## config.mk

```make
export PLATFORM = sky130hd
export DESIGN_NAME = psfr_bank
export DESIGN_NICKNAME = d
export VERILOG_FILES = /design/src/psfr_pkg.sv /design/src/psfr_bank.sv
export SDC_FILE = /design/constraint.sdc
export NUM_CORES = 1
export LEC_CHECK = 0
export BUFFER_PORTS_ARGS = -buffer_cell sky130_fd_sc_hd__buf_4
export CAP_MARGIN = 20
export CORE_MARGIN = 4
export CORE_UTILIZATION = 51
export DETAILED_ROUTE_END_ITERATION = 16
export GPL_ROUTABILITY_DRIVEN = 1
export PLACE_DENSITY_LB_ADDON = 0.2
export SYNTH_ARGS = -nofsm -noshare
export SYNTH_HDL_FRONTEND = slang
export SYNTH_SLANG_ARGS = --single-unit
export TNS_END_PERCENT = 20
```

## constraint.sdc

```tcl
create_clock -name hclk -period 5.5 [get_ports hclk]
set_input_delay 1.1 -clock hclk [delete_from_list [all_inputs] [get_ports hclk]]
set_output_delay 1.1 -clock hclk [all_outputs]
set_load 0.01 [all_outputs]
```

## src/psfr_pkg.sv

```systemverilog
// psfr_pkg: register map, field positions, reset values and carrier types of the port sfr bank
// assumes a 32-bit ahb-lite slave, one word per register, byte-wide data in the low bits
package psfr_pkg;

    // ----------------------------------------------------------------
    // register offsets (byte addresses)
    // ----------------------------------------------------------------
    localparam logic [7:0] OFF_INPUT_PORT_VALUE   = 8'h00;
    localparam logic [7:0] OFF_OUTPUT_PORT_LATCH  = 8'h04;
    localparam logic [7:0] OFF_DIRECTION_SELECT   = 8'h08;
    localparam logic [7:0] OFF_SCRATCH_POINTER    = 8'h0c;
    localparam logic [7:0] OFF_SCRATCH_DATA       = 8'h10;
    localparam logic [7:0] OFF_SCRATCH_DATA_INC   = 8'h14;
    localparam logic [7:0] OFF_SCRATCH_DATA_DEC   = 8'h18;
    localparam logic [7:0] OFF_SYSTEM_FLAG_BYTE   = 8'h1c;
    localparam logic [7:0] OFF_PORT_ALIAS         = 8'h20;
    localparam logic [7:0] OFF_INFRARED_RESULT    = 8'h24;
    localparam logic [7:0] OFF_IRQ_STATUS         = 8'h28;
    localparam logic [7:0] OFF_IRQ_ENABLE         = 8'h2c;
    localparam logic [7:0] OFF_IRQ_CLEAR          = 8'h30;

    // ----------------------------------------------------------------
    // implemented bit masks and field positions
    // ----------------------------------------------------------------
    localparam logic [7:0] INPUT_IMPL_MASK  = 8'hc7;
    localparam logic [7:0] OUTPUT_IMPL_MASK = 8'h3f;
    localparam logic [7:0] DIR_IMPL_MASK    = 8'h16;
    localparam int         FLAG_SER_BIT     = 5;
    localparam int         FLAG_I2C_BIT     = 6;
    localparam int         FLAG_TMR_BIT     = 7;
    localparam logic [7:0] FLAG_HW_MASK     = 8'he0;

    // ----------------------------------------------------------------
    // reset values
    // ----------------------------------------------------------------
    localparam logic [7:0] RST_OUTPUT_LATCH = 8'h00;
    localparam logic [7:0] RST_DIRECTION    = 8'h00;
    localparam logic [7:0] RST_POINTER      = 8'h00;
    localparam logic [7:0] RST_FLAGS        = 8'h00;
    localparam logic [7:0] RST_INFRARED     = 8'h00;
    localparam logic [2:0] RST_IRQ          = 3'h0;

    // ----------------------------------------------------------------
    // carrier types
    // ----------------------------------------------------------------
    typedef struct packed {
        logic       valid;
        logic       write;
        logic [7:0] addr;
    } psfr_req_t;

    typedef struct packed {
        logic ser_rx;
        logic i2c_wr;
        logic tmr_ovf;
    } psfr_events_t;

endpackage : psfr_pkg

```

## src/psfr_bank.sv

```systemverilog
// psfr_bank: ahb-lite special function register bank with port, pointer and flag registers
// assumes a single ahb-lite master, word transfers, pins asynchronous to hclk
`timescale 1ns/1ps
`default_nettype none

module psfr_bank #(
    parameter int PTR_W = 8
) (
    input  wire logic                  hclk,
    input  wire logic                  hresetn,
    input  wire logic                  hsel,
    input  wire logic [31:0]           haddr,
    input  wire logic [1:0]            htrans,
    input  wire logic                  hwrite,
    input  wire logic [2:0]            hsize,
    input  wire logic [31:0]           hwdata,
    input  wire logic                  hready,
    output logic      [31:0]           hrdata,
    output logic                       hreadyout,
    output logic                       hresp,
    input  wire logic [7:0]            port_b_inputs,
    output logic      [7:0]            port_b_outputs,
    output logic      [7:0]            port_b_direction,
    input  wire psfr_pkg::psfr_events_t hw_events,
    output logic      [PTR_W-1:0]      scratch_addr,
    output logic                       scratch_we,
    output logic      [7:0]            scratch_wdata,
    input  wire logic [7:0]            scratch_rdata,
    output logic                       irq
);

    // ----------------------------------------------------------------
    // state
    // ----------------------------------------------------------------
    logic [7:0]            pin_meta;
    logic [7:0]            pin_sync;
    logic [7:0]            output_port_latch;
    logic [7:0]            direction_select;
    logic [PTR_W-1:0]      scratch_pointer;
    logic [7:0]            system_flag_byte;
    logic [7:0]            infrared_result;
    logic [2:0]            irq_status;
    logic [2:0]            irq_enable;
    psfr_pkg::psfr_req_t   dreq;
    logic                  wr_go;
    logic                  rd_go;
    logic [7:0]            wbyte;
    logic [7:0]            next_flags;

    function automatic logic hit(input logic [7:0] a, input logic [7:0] off);
        hit = (a == off);
    endfunction : hit

    // ----------------------------------------------------------------
    // bus address phase capture
    // ----------------------------------------------------------------
    always_ff @(posedge hclk or negedge hresetn)
    begin
        if (!hresetn)
        begin
            dreq <= '0;
        end
        else if (hready)
        begin
            dreq.valid <= hsel && htrans[1];
            dreq.write <= hwrite;
            dreq.addr  <= haddr[7:0];
        end
    end

    // zero-wait slave: reads are combinational from registers and scratch_rdata, always okay
    assign hreadyout = 1'b1;
    assign hresp     = 1'b0;
    assign wr_go     = dreq.valid && dreq.write;
    assign rd_go     = dreq.valid && !dreq.write;
    assign wbyte     = hwdata[7:0];

    // ----------------------------------------------------------------
    // pin synchroniser
    // ----------------------------------------------------------------
    always_ff @(posedge hclk or negedge hresetn)
    begin
        if (!hresetn)
        begin
            pin_meta <= 8'h00;
            pin_sync <= 8'h00;
        end
        else
        begin
            pin_meta <= port_b_inputs;
            pin_sync <= pin_meta;
        end
    end

    // ----------------------------------------------------------------
    // output latch and direction
    // ----------------------------------------------------------------
    always_ff @(posedge hclk or negedge hresetn)
    begin
        if (!hresetn)
        begin
            output_port_latch <= psfr_pkg::RST_OUTPUT_LATCH;
        end
        else if (wr_go && (hit(dreq.addr, psfr_pkg::OFF_OUTPUT_PORT_LATCH)
                           || hit(dreq.addr, psfr_pkg::OFF_PORT_ALIAS)))
        begin
            // a port alias write carries whatever software read, so
            // read-then-write copies the sampled inputs out
            output_port_latch <= wbyte & psfr_pkg::OUTPUT_IMPL_MASK;
        end
    end

    always_ff @(posedge hclk or negedge hresetn)
    begin
        if (!hresetn)
        begin
            direction_select <= psfr_pkg::RST_DIRECTION;
        end
        else if (wr_go && hit(dreq.addr, psfr_pkg::OFF_DIRECTION_SELECT))
        begin
            direction_select <= wbyte & psfr_pkg::DIR_IMPL_MASK;
        end
    end

    assign port_b_outputs   = output_port_latch;
    assign port_b_direction = direction_select;

    // ----------------------------------------------------------------
    // scratch pointer with post increment and decrement
    // ----------------------------------------------------------------
    always_ff @(posedge hclk or negedge hresetn)
    begin
        if (!hresetn)
        begin
            scratch_pointer <= PTR_W'(psfr_pkg::RST_POINTER);
        end
        else if (wr_go && hit(dreq.addr, psfr_pkg::OFF_SCRATCH_POINTER))
        begin
            scratch_pointer <= PTR_W'(hwdata);
        end
        else if (dreq.valid && hit(dreq.addr, psfr_pkg::OFF_SCRATCH_DATA_INC))
        begin
            scratch_pointer <= scratch_pointer + PTR_W'(1);
        end
        else if (dreq.valid && hit(dreq.addr, psfr_pkg::OFF_SCRATCH_DATA_DEC))
        begin
            scratch_pointer <= scratch_pointer - PTR_W'(1);
        end
    end

    // memory sees the pointer before it moves: access then step
    assign scratch_addr  = scratch_pointer;
    assign scratch_wdata = wbyte;
    assign scratch_we    = wr_go && (hit(dreq.addr, psfr_pkg::OFF_SCRATCH_DATA)
                                     || hit(dreq.addr, psfr_pkg::OFF_SCRATCH_DATA_INC)
                                     || hit(dreq.addr, psfr_pkg::OFF_SCRATCH_DATA_DEC));

    // ----------------------------------------------------------------
    // system flag byte
    // ----------------------------------------------------------------
    always_comb
    begin
        next_flags = system_flag_byte;
        if (wr_go && hit(dreq.addr, psfr_pkg::OFF_SYSTEM_FLAG_BYTE))
        begin
            next_flags = wbyte;
        end
        // low five bits have no event source; events override a clearing write
        if (hw_events.ser_rx)
        begin
            next_flags[psfr_pkg::FLAG_SER_BIT] = 1'b1;
        end
        if (hw_events.i2c_wr)
        begin
            next_flags[psfr_pkg::FLAG_I2C_BIT] = 1'b1;
        end
        if (hw_events.tmr_ovf)
        begin
            next_flags[psfr_pkg::FLAG_TMR_BIT] = 1'b1;
        end
    end

    always_ff @(posedge hclk or negedge hresetn)
    begin
        if (!hresetn)
        begin
            system_flag_byte <= psfr_pkg::RST_FLAGS;
        end
        else
        begin
            system_flag_byte <= next_flags;
        end
    end

    // infrared result is a byte register of its own, read and written by software
    always_ff @(posedge hclk or negedge hresetn)
    begin
        if (!hresetn)
        begin
            infrared_result <= psfr_pkg::RST_INFRARED;
        end
        else if (wr_go && hit(dreq.addr, psfr_pkg::OFF_INFRARED_RESULT))
        begin
            infrared_result <= wbyte;
        end
    end

    // ----------------------------------------------------------------
    // interrupt status, enable and clear
    // ----------------------------------------------------------------
    always_ff @(posedge hclk or negedge hresetn)
    begin
        if (!hresetn)
        begin
            irq_status <= psfr_pkg::RST_IRQ;
            irq_enable <= psfr_pkg::RST_IRQ;
        end
        else
        begin
            if (wr_go && hit(dreq.addr, psfr_pkg::OFF_IRQ_ENABLE))
            begin
                irq_enable <= wbyte[2:0];
            end
            // set wins over a same-cycle clear
            irq_status <= (irq_status & ~((wr_go && hit(dreq.addr, psfr_pkg::OFF_IRQ_CLEAR))
                                          ? wbyte[2:0] : 3'h0))
                          | {hw_events.tmr_ovf, hw_events.i2c_wr, hw_events.ser_rx};
        end
    end

    assign irq = |(irq_status & irq_enable);

    // ----------------------------------------------------------------
    // read mux
    // ----------------------------------------------------------------
    always_comb
    begin
        hrdata = 32'h0000_0000;
        if (rd_go)
        begin
            case (dreq.addr)
                psfr_pkg::OFF_INPUT_PORT_VALUE,
                psfr_pkg::OFF_PORT_ALIAS:
                    hrdata[7:0] = pin_sync & psfr_pkg::INPUT_IMPL_MASK;
                psfr_pkg::OFF_DIRECTION_SELECT: hrdata[7:0] = direction_select;
                psfr_pkg::OFF_SCRATCH_POINTER:  hrdata[PTR_W-1:0] = scratch_pointer;
                psfr_pkg::OFF_SCRATCH_DATA,
                psfr_pkg::OFF_SCRATCH_DATA_INC,
                psfr_pkg::OFF_SCRATCH_DATA_DEC: hrdata[7:0] = scratch_rdata;
                psfr_pkg::OFF_SYSTEM_FLAG_BYTE: hrdata[7:0] = system_flag_byte;
                psfr_pkg::OFF_INFRARED_RESULT:  hrdata[7:0] = infrared_result;
                psfr_pkg::OFF_IRQ_STATUS:       hrdata[2:0] = irq_status;
                psfr_pkg::OFF_IRQ_ENABLE:       hrdata[2:0] = irq_enable;
                default:                        hrdata = 32'h0000_0000;
            endcase
        end
    end
endmodule : psfr_bank

`default_nettype wire

```

Word level (Yosys, flattened, before mapping)

Cells that the tools add are included.

Equal/unequal tests: 12
Div/mod/pow operators: 0
Bitwise gates (word level): 4
Add/sub/neg operators: 2
Magnitude comparators: 0
Muxes and demuxes: 11
Shifts and indexed selects: 0
$mul: 0
Reductions and logical operators: 25

Operators by type and width:

| kind                                                               | count |
|---|---|
| 8-bit by 6-bit == test with 1-bit output, second input constant    | 5 |
| 8-bit two-way mux                                                  | 5 |
| 8-bit by 5-bit == test with 1-bit output, second input constant    | 4 |
| 5-bit one-hot mux with 6 select lines                              | 1 |
| 3-bit one-hot mux with 8 select lines                              | 1 |
| 8-bit by 4-bit == test with 1-bit output, second input constant    | 2 |
| 1-bit logical AND                                                  | 13 |
| 8-bit by 1-bit adder with 8-bit output, second input constant      | 1 |
| 8-bit by 3-bit == test with 1-bit output, second input constant    | 1 |
| 8-bit logical NOT                                                  | 1 |
| 8-bit by 1-bit subtractor with 8-bit output, second input constant | 1 |
| 3-bit bitwise AND                                                  | 2 |
| 2-bit nonzero test                                                 | 3 |
| 3-bit OR reduction                                                 | 2 |
| 1-bit logical OR                                                   | 3 |
| 1-bit two-way mux                                                  | 3 |
| 3-bit two-way mux                                                  | 1 |
| 3-bit inverter                                                     | 1 |
| 3-bit OR                                                           | 1 |
| 3-bit nonzero test                                                 | 1 |
| 2-bit OR reduction                                                 | 1 |
| 1-bit logical NOT                                                  | 1 |

Memory bits (writable): 0
Output and inout bits: 68
Memories: 0
Logic and storage cells: 69
ROM bits: 0
Input bits: 93
Flip-flop bits (word level): 65
Bits in latches: 0

Depth between registers and ports, before layout

Gate-level depths: netlist (run 1).

Depth in word-level cells: 6
Gate-level depth with buffers: 10
Mapped depth without buffers: 9

Worst setup path before layout (run 1)

No wires, ideal clock.

Kind: register to register
Start: reg dreq[1] (netlist name)
End: reg scratch_pointer[7] (netlist: scratch_addr[7])
Arrival: 2,986 ps
Library setup time: 131 ps
Cell stages (with the launch flop): 10
Period minus slack after synthesis: 3,117 ps
Path buffers: 0
Slack: 2,383 ps
Data required time: 5,369 ps
Path through: dfrtp_1 nor4_1 nand2_1 or3_1 ha_1 o211ai_1 o211a_1 or3b_2 a21boi_0 nor3_1

Longest elaborated chain between the ends: 4
Elaborated cells between the ends (all ways): 9
Those cells by class: eq/ne (3); mux (2); reduce/logical (4)

RTL lines:

| element                                  | RTL line         | RTL |
|---|---|---|
| from (decl)                              | psfr_bank.sv:44  | `psfr_pkg::psfr_req_t dreq;` |
| 8-bit by 5-bit == test with 1-bit output | psfr_bank.sv:51  | `hit = (a == off);` |
| 1-bit logical AND                        | psfr_bank.sv:141 | `else if (dreq.valid && hit(dreq.addr, psfr_pkg::OFF_SCRATCH_DATA_INC))` |
| 8-bit two-way mux                        | psfr_bank.sv:141 |  |
| 8-bit two-way mux                        | psfr_bank.sv:137 | `else if (wr_go && hit(dreq.addr, psfr_pkg::OFF_SCRATCH_POINTER))` |
| to (signal assigned)                     | psfr_bank.sv:135 | `scratch_pointer <= PTR_W'(psfr_pkg::RST_POINTER);` |
| to (signal assigned)                     | psfr_bank.sv:139 | `scratch_pointer <= PTR_W'(hwdata);` |
| to (signal assigned)                     | psfr_bank.sv:143 | `scratch_pointer <= scratch_pointer + PTR_W'(1);` |
| to (decl)                                | psfr_bank.sv:39  | `logic [PTR_W-1:0] scratch_pointer;` |

Parallel ways exist; a longest one is shown, timed or not.
A chain may end at the register's enable or synchronous reset.

Worst setup path in the final report (run 1)

Start: reg dreq[1] (netlist name)
End: out hrdata[1]

Longest elaborated chain between the ends: 4
Elaborated cells between the ends (all ways): 15
Those cells by class: eq/ne (10); mux (2); reduce/logical (3)

RTL lines:

| element                                                          | RTL line         | RTL |
|---|---|---|
| 8-bit by 5-bit == test with 1-bit output (tied with other cells) | psfr_bank.sv:241 | `case (dreq.addr)` |
| 3-bit OR reduction or 2-bit OR reduction (tied branches)         | psfr_bank.sv:241 |  |
| 3-bit one-hot mux with 8 select lines *                          | psfr_bank.sv:241 |  |
| 8-bit two-way mux *                                              | psfr_bank.sv:239 | `if (rd_go)` |
| to (decl)                                                        | psfr_bank.sv:18  | `output logic [31:0] hrdata,` |

Every way passes the cells marked *; elsewhere a longest branch is shown, timed or not.

==> flow_metrics.py, run 1 <==
metrics = {
    "outcome": {
        "outcome": "completed",
    },
    "timing": {
        "setup-tns-final_ps": 0,
        "slew_headroom_pct": 41.5,
        "finalHoldViolations": 0,
        "slew_violations": 0,
        "rsz0062_at_grt": "no",
        "max_clock_freq_mhz": 287,
        "fin_crit_ps": 3480,
        "hold_ws_ps": 346,
        "setup_viol": 0,
        "tightest_slew_ps": 878,
        "final.period_utilization_pct": 63.3,
        "clock_skew_ps": 8.91,
    },
    "synthesis": {
        "ys_types": 61,
        "synth_area_per_cell_um2": 10.7,
        "synthAdderAreaFrac_pct": 3.05,
        "synth_edf_count": 0,
        "yosys.area_share.simple_pct": 13.5,
        "ys.flop_type": "dfrtp_1",
        "synth_xor_area_share_pct": 1.74,
        "synth_mux_area_share_pct": 15.9,
        "async_flop_share_pct": 100,
        "yosysSeqAreaShare_pct": 41.9,
        "synth_warnings": 0,
        "syn_area_um2": 3530,
        "ys_ff_latch": 59,
        "synth_compound_area_share_pct": 12.4,
        "synth_top_family_by_area": "multiplexers",
        "synth_cells": 329,
    },
    "routing": {
        "dr.pass1.iters": 4,
        "wirelength_um": 8190,
        "vias": 2613,
        "vias_per_cell": 5.48,
        "postRouteAntennaNets": 0,
        "drc_errors": 0,
        "route.detailed.wl_per_inst_um": 17.2,
        "drt_iter0_drc": 110,
    },
    "global_routing": {
        "grt_use_total_pct": 20.5,
        "grt_overflow": 0,
        "grt_busiest_layer": "met2",
        "grtUsageMet3_pct": 5.14,
        "grt_pass1_vias": 2633,
        "grt_max_degree": 60,
        "grt_use_met2_pct": 32.5,
        "antenna_found_initial": 0,
        "grt_pass1_wl_um": 13400,
        "grt_util_met1_pct": 27.9,
    },
    "final_layout": {
        "n_fill_cell": 575,
        "diodes": 0,
        "multi_input_area_um2": 1770,
        "final_nets": 493,
        "area_growth_pct": 18.2,
        "ff_latch_area_um2": 1480,
        "drive_gt1_share_pct": 34.3,
    },
    "floorplanning": {
        "initial_core_util_pct": 52.2,
        "dieWidth_um": 91.1,
        "core.rowCount": 30,
        "die_area_um2": 8310,
        "core-area_um2": 6760,
        "io_pins": 161,
        "die-height_um": 91.1,
    },
    "setup_path": {
        "critPathMaxFanout": 6,
        "required_ps": 4400,
        "critPathSlowestCell": "or4_4",
        "worstReg2RegEnd": "scratch_addr[7]",
        "endpoint_kind": "primary output",
        "crit_chain": "or4_4, nor4_1, a21boi_0, nor2b_1, buf_4",
        "setup.worst_path.class": "flop to primary output",
        "r2r_setup_slack_ps": 2170,
        "endpoint": "hrdata[1]",
        "r2r-start": "dreq[5]",
        "rr_worst_depth": 9,
        "critPathMaxStageDelay_ps": 620,
        "crit_start": "dreq[1]",
        "crit_path_start_kind": "flop",
        "critPathArrivalTime_ps": 2380,
    },
    "worst_hold_path": {
        "min_path_type": "flop to flop",
    },
    "clock_tree": {
        "cts_inserted_buffers": 9,
        "htree_levels": 3,
        "cts.path.max_buffers": 2,
        "cts_tree": "yes",
        "postCtsHoldBufs": 0,
        "cts_root_buffer": "clkbuf_8",
        "numClockSinks": 59,
        "cts_setup_buffers": 0,
        "path_clk_slew_ps": 70,
        "clock_latency_ps": 330,
        "post_cts_resized": 0,
    },
    "power": {
        "combPwrFrac_pct": 22.6,
        "p_per_area_nw_per_um2": 302,
        "swShare_pct": 28.5,
        "ir_drop_mv": 0.146,
        "p_seq_share_pct": 40.7,
        "power.leakage_nw": 1.96,
        "switching_power_uw": 359,
        "p_int_uw": 900,
        "clockPowerShare_pct": 36.7,
    },
    "place": {
        "place_hpwl_um": 6080,
        "place.gp.congestion": 0.834,
        "portBuffers": 72,
    },
    "flow_run": {
        "maxCapViolations": 0,
    },
}
-- per-layer routing --
metal / part of all wire [%] / routed length [um] / vias to the layer above
met1: 45 / 3660 / 1253
met4: 1.1 / 88 / 0
met5: 0 / 0 / -
met2: 47 / 3880 / 104
met3: 6.9 / 567 / 11
li1: - / - / 1245
-- registers in the layout, indices dropped and copies added (netlist names) --
register	count
dreq	10
infrared_result	8
scratch_addr	8
system_flag_byte	8
port_b_outputs	6
pin_meta	5
pin_sync	5
irq_enable	3
irq_status	3
port_b_direction	3
-- kinds of logic after synthesis --
| logic type | after synthesis |
|---|---|
| other | 2 |
| adder cells (fa/ha/maj) | 8 |
| flip-flops | 59 |
| AND/OR/NAND/NOR | 81 |
| AO/OA/AOI/OAI | 64 |
| multiplexers | 49 |
| XOR/XNOR | 7 |
| buffers and inverters | 59 |
-- worst min-delay path by stage --
stage / from / endpoint / slack (ps) / depth (start not counted)
floorplan: pin_meta[0] / pin_sync[0] / 330 / 0
global placement: pin_meta[6] / pin_sync[6] / 330 / 0
detailed placement: pin_meta[7] / pin_sync[7] / 330 / 0
CTS: pin_meta[2] / pin_sync[2] / 350 / 0
global route: pin_meta[2] / pin_sync[2] / 350 / 0
finish: pin_meta[2] / pin_sync[2] / 350 / 0
-- cells in the final DEF (no fill, tap or decap), types with 8 or more instances in the layout --
cell / count
nor3_1: 8
clkbuf_8: 12
a21oi_1: 11
nor2b_1: 9
dfrtp_1: 59
mux2_2: 32
buf_4: 76
nor2_1: 11
conb_1: 33
mux2i_1: 11
nand2_1: 18
-- layout make-up --
cell class | instances | area share (%)
clock inverter | 3 | 1.65
timing repair buffer | 76 | 13.7
multi-input combinational | 242 | 42.4
clock buffer | 13 | 4.05
sequential | 59 | 35.4
inverter | 4 | 0.360
tap | 80 | 2.40
-- Yosys cell counts, drive strengths merged, types with 6 or more instances --
library cell  number  share of area (%)
dfrtp             59                 42
buf               48                 10
mux2              38                 13
nand2             18                1.9
nor2              12                1.7
a21oi             11                1.6
mux2i             11                3.1
nor2b              9                1.6
nor3               9                1.4
o21ai              9                1.3
a22oi              7                1.5
clkbuf             7               0.75
ha                 7                2.5
nand3              7                1.3
a21o               6                1.3
o22ai              6                1.1
xor2               6                1.5
-- per-stage QoR --
| step | instances | cell area (um2) | power [mW] | worst slack, ps | util [%] |
|---|---|---|---|---|---|
| 3_5_place_dp | 461 | 3930 | 0.805 | 2190 | 58.1 |
| 6_report | 477 | 4170 | 1.26 | 2020 | 61.7 |
| 4_1_cts | 477 | 4170 | 1.27 | 2010 | 61.7 |
| 5_1_grt | 477 | 4170 | 1.33 | 1880 | 61.7 |
| 2_1_floorplan | 360 | 3640 | 0.710 | 2380 | - |
| 3_3_place_gp | 461 | 3930 | 0.797 | 2290 | 58.1 |
-- worst max-delay path, delay by kind of cell, from the launching register on --
family	cells	cell delay (ps)
compound gates	1	310
flops	1	400
simple gates	3	1200
buf+inv	1	150
-- power by group through the flow --
stage	Clock (mW)	Combinational, mW	Sequential, mW
finish	0.462	0.284	0.512
global route	0.497	0.315	0.520
CTS	0.471	0.285	0.513
detailed placement	0	0.283	0.521
global placement	0	0.277	0.520
floorplan	0	0.198	0.512
(Power assumes the default switching activity.)
==> inputs of run 2 (changes only) <==
--- a/config.mk
+++ b/config.mk
@@ -8,7 +8,7 @@
 export BUFFER_PORTS_ARGS = -buffer_cell sky130_fd_sc_hd__buf_4
 export CAP_MARGIN = 20
 export CORE_MARGIN = 4
-export CORE_UTILIZATION = 51
+export CORE_UTILIZATION = 47
 export DETAILED_ROUTE_END_ITERATION = 16
 export GPL_ROUTABILITY_DRIVEN = 1
 export PLACE_DENSITY_LB_ADDON = 0.2
==> constraint.sdc (replaced) <==
create_clock -name hclk -period 3.5 [get_ports hclk]
set_input_delay 0.7 -clock hclk [delete_from_list [all_inputs] [get_ports hclk]]
set_output_delay 0.7 -clock hclk [all_outputs]
set_load 0.01 [all_outputs]
==> flow_metrics.py, run 2 (same netlist as run 1, synthesis figures left out) <==
metrics = {
    "outcome": {
        "outcome": "completed",
    },
    "flow_run": {
        "maxCapViolations": 0,
    },
    "clock_tree": {
        "cts_inserted_buffers": 9,
        "cts_setup_buffers": 0,
        "htree_levels": 3,
        "path_clk_slew_ps": 60,
        "cts_tree": "yes",
        "cts_root_buffer": "clkbuf_8",
        "cts.path.max_buffers": 2,
        "clock_latency_ps": 340,
        "numClockSinks": 59,
    },
    "floorplanning": {
        "core-area_um2": 7250,
        "die-height_um": 94.6,
        "io_pins": 161,
        "core.rowCount": 31,
        "dieWidth_um": 94.6,
        "die_area_um2": 8950,
        "initial_core_util_pct": 48.6,
    },
    "setup_path": {
        "worstReg2RegEnd": "scratch_addr[7]",
        "r2r-start": "dreq[1]",
        "crit_path_start_kind": "flop",
        "rr_worst_depth": 9,
        "required_ps": 3720,
        "endpoint": "scratch_addr[7]",
        "critPathArrivalTime_ps": 3430,
        "endpoint_kind": "flop",
        "setup.worst_path.class": "flop to flop",
        "crit_start": "dreq[1]",
        "critPathMaxFanout": 9,
        "r2r_setup_slack_ps": 280,
    },
    "power": {
        "ir_drop_mv": 0.306,
        "finalPower_mw": 2.00,
        "p_per_area_nw_per_um2": 472,
        "power.leakage_nw": 1.97,
    },
    "routing": {
        "wirelength_um": 8210,
        "drt_iter0_drc": 116,
        "vias_per_cell": 5.21,
        "vias": 2602,
        "drc_errors": 0,
        "postRouteAntennaNets": 0,
        "route.detailed.wl_per_inst_um": 16.4,
        "dr.pass1.iters": 4,
    },
    "timing": {
        "setup_viol": 0,
        "clock_skew_ps": 6.67,
        "fin_crit_ps": 3220,
        "max_clock_freq_mhz": 311,
        "setup-tns-final_ps": 0,
        "finalHoldViolations": 0,
        "rsz0062_at_grt": "no",
        "tightest_slew_ps": 764,
        "final.period_utilization_pct": 92.0,
        "slew_headroom_pct": 48.8,
        "slew_violations": 0,
    },
    "final_layout": {
        "final_common_cell": "buf_4",
        "drive_gt1_share_pct": 35.3,
        "area_growth_pct": 19.9,
        "final_cell_mix": "79 x buf_4, 59 x dfrtp_1, 33 x conb_1",
        "largest_register_ff_count": 10,
        "final_nets": 496,
        "top_register": "dreq",
        "diodes": 0,
    },
    "global_routing": {
        "grt_pass1_vias": 2585,
        "grt_max_degree": 60,
        "antenna_found_initial": 0,
        "grt_use_total_pct": 19.5,
        "grt_pass1_wl_um": 13300,
        "grt_overflow": 0,
    },
    "worst_hold_path": {
        "min_path_type": "flop to flop",
    },
    "place": {
        "place_hpwl_um": 6150,
        "place.gp.congestion": 0.854,
        "portBuffers": 72,
    },
}
-- run 2: final cells by class --
type	instances	area, um2
timing repair buffer	79	593
clock buffer	13	179
inverter	4	15.0
tap	99	124
clock inverter	3	67.6
multi-input combinational	242	1770
fill	683	3030
sequential	59	1480
-- run 2: what timing repair did --
| action | CTS | global route |
|---|---|---|
| gates resized for setup | 0 | 1 |
| setup endpoints to repair | 0 | 1 |
| hold buffers | 0 | 0 |
-- run 2: how the worst min path moves through the flow --
stage / cells after the start / start / slack [ps] / endpoint
finish: 0 / pin_meta[0] / 340 / pin_sync[0]
global route: 0 / pin_meta[0] / 350 / pin_sync[0]
CTS: 0 / pin_meta[0] / 350 / pin_sync[0]
detailed placement: 0 / pin_meta[0] / 340 / pin_sync[0]
global placement: 0 / pin_meta[2] / 330 / pin_sync[2]
floorplan: 0 / pin_meta[0] / 330 / pin_sync[0]
-- run 2: power breakdown --
group	total [mW]	switching [mW]	internal [mW]
Sequential	0.804	0.0693	0.735
Combinational	0.448	0.227	0.222
Clock	0.742	0.264	0.479
Total	2.00	0.560	1.44
-- run 2: metrics by stage --
| step | area [um2] | instances | setup slack [ps] | util, % | hold WS (ps) |
|---|---|---|---|---|---|
| after detailed placement | 3980 | 483 | 160 | 54.8 | 337 |
| final | 4230 | 499 | 282 | 58.3 | 344 |
| after global routing | 4230 | 499 | 57.8 | 58.3 | 347 |
| after global placement | 3980 | 483 | 303 | 54.8 | 332 |
| after CTS | 4220 | 499 | 143 | 58.2 | 348 |
| after floorplan | 3640 | 360 | 383 | - | 331 |
-- run 2: critical path: stages, from the launching register on --
cell and delay, ps:
dfrtp_1 410, nor4_2 370, nand2_1 220, or3_1 570
ha_1 450, o211ai_1 120, o211a_1 260, or3b_2 440
a21boi_0 180, nor3_1 60
-- run 2: layer usage --
layer,GRT usage (%),wire length [um],part of all wire [%],up-vias
li1,-,-,-,1257
met1,25.9,3600,44,1241
met2,30.3,3860,47,94
met3,5.98,623,7.6,10
met4,6.49,116,1.4,0
met5,0,0,0,-
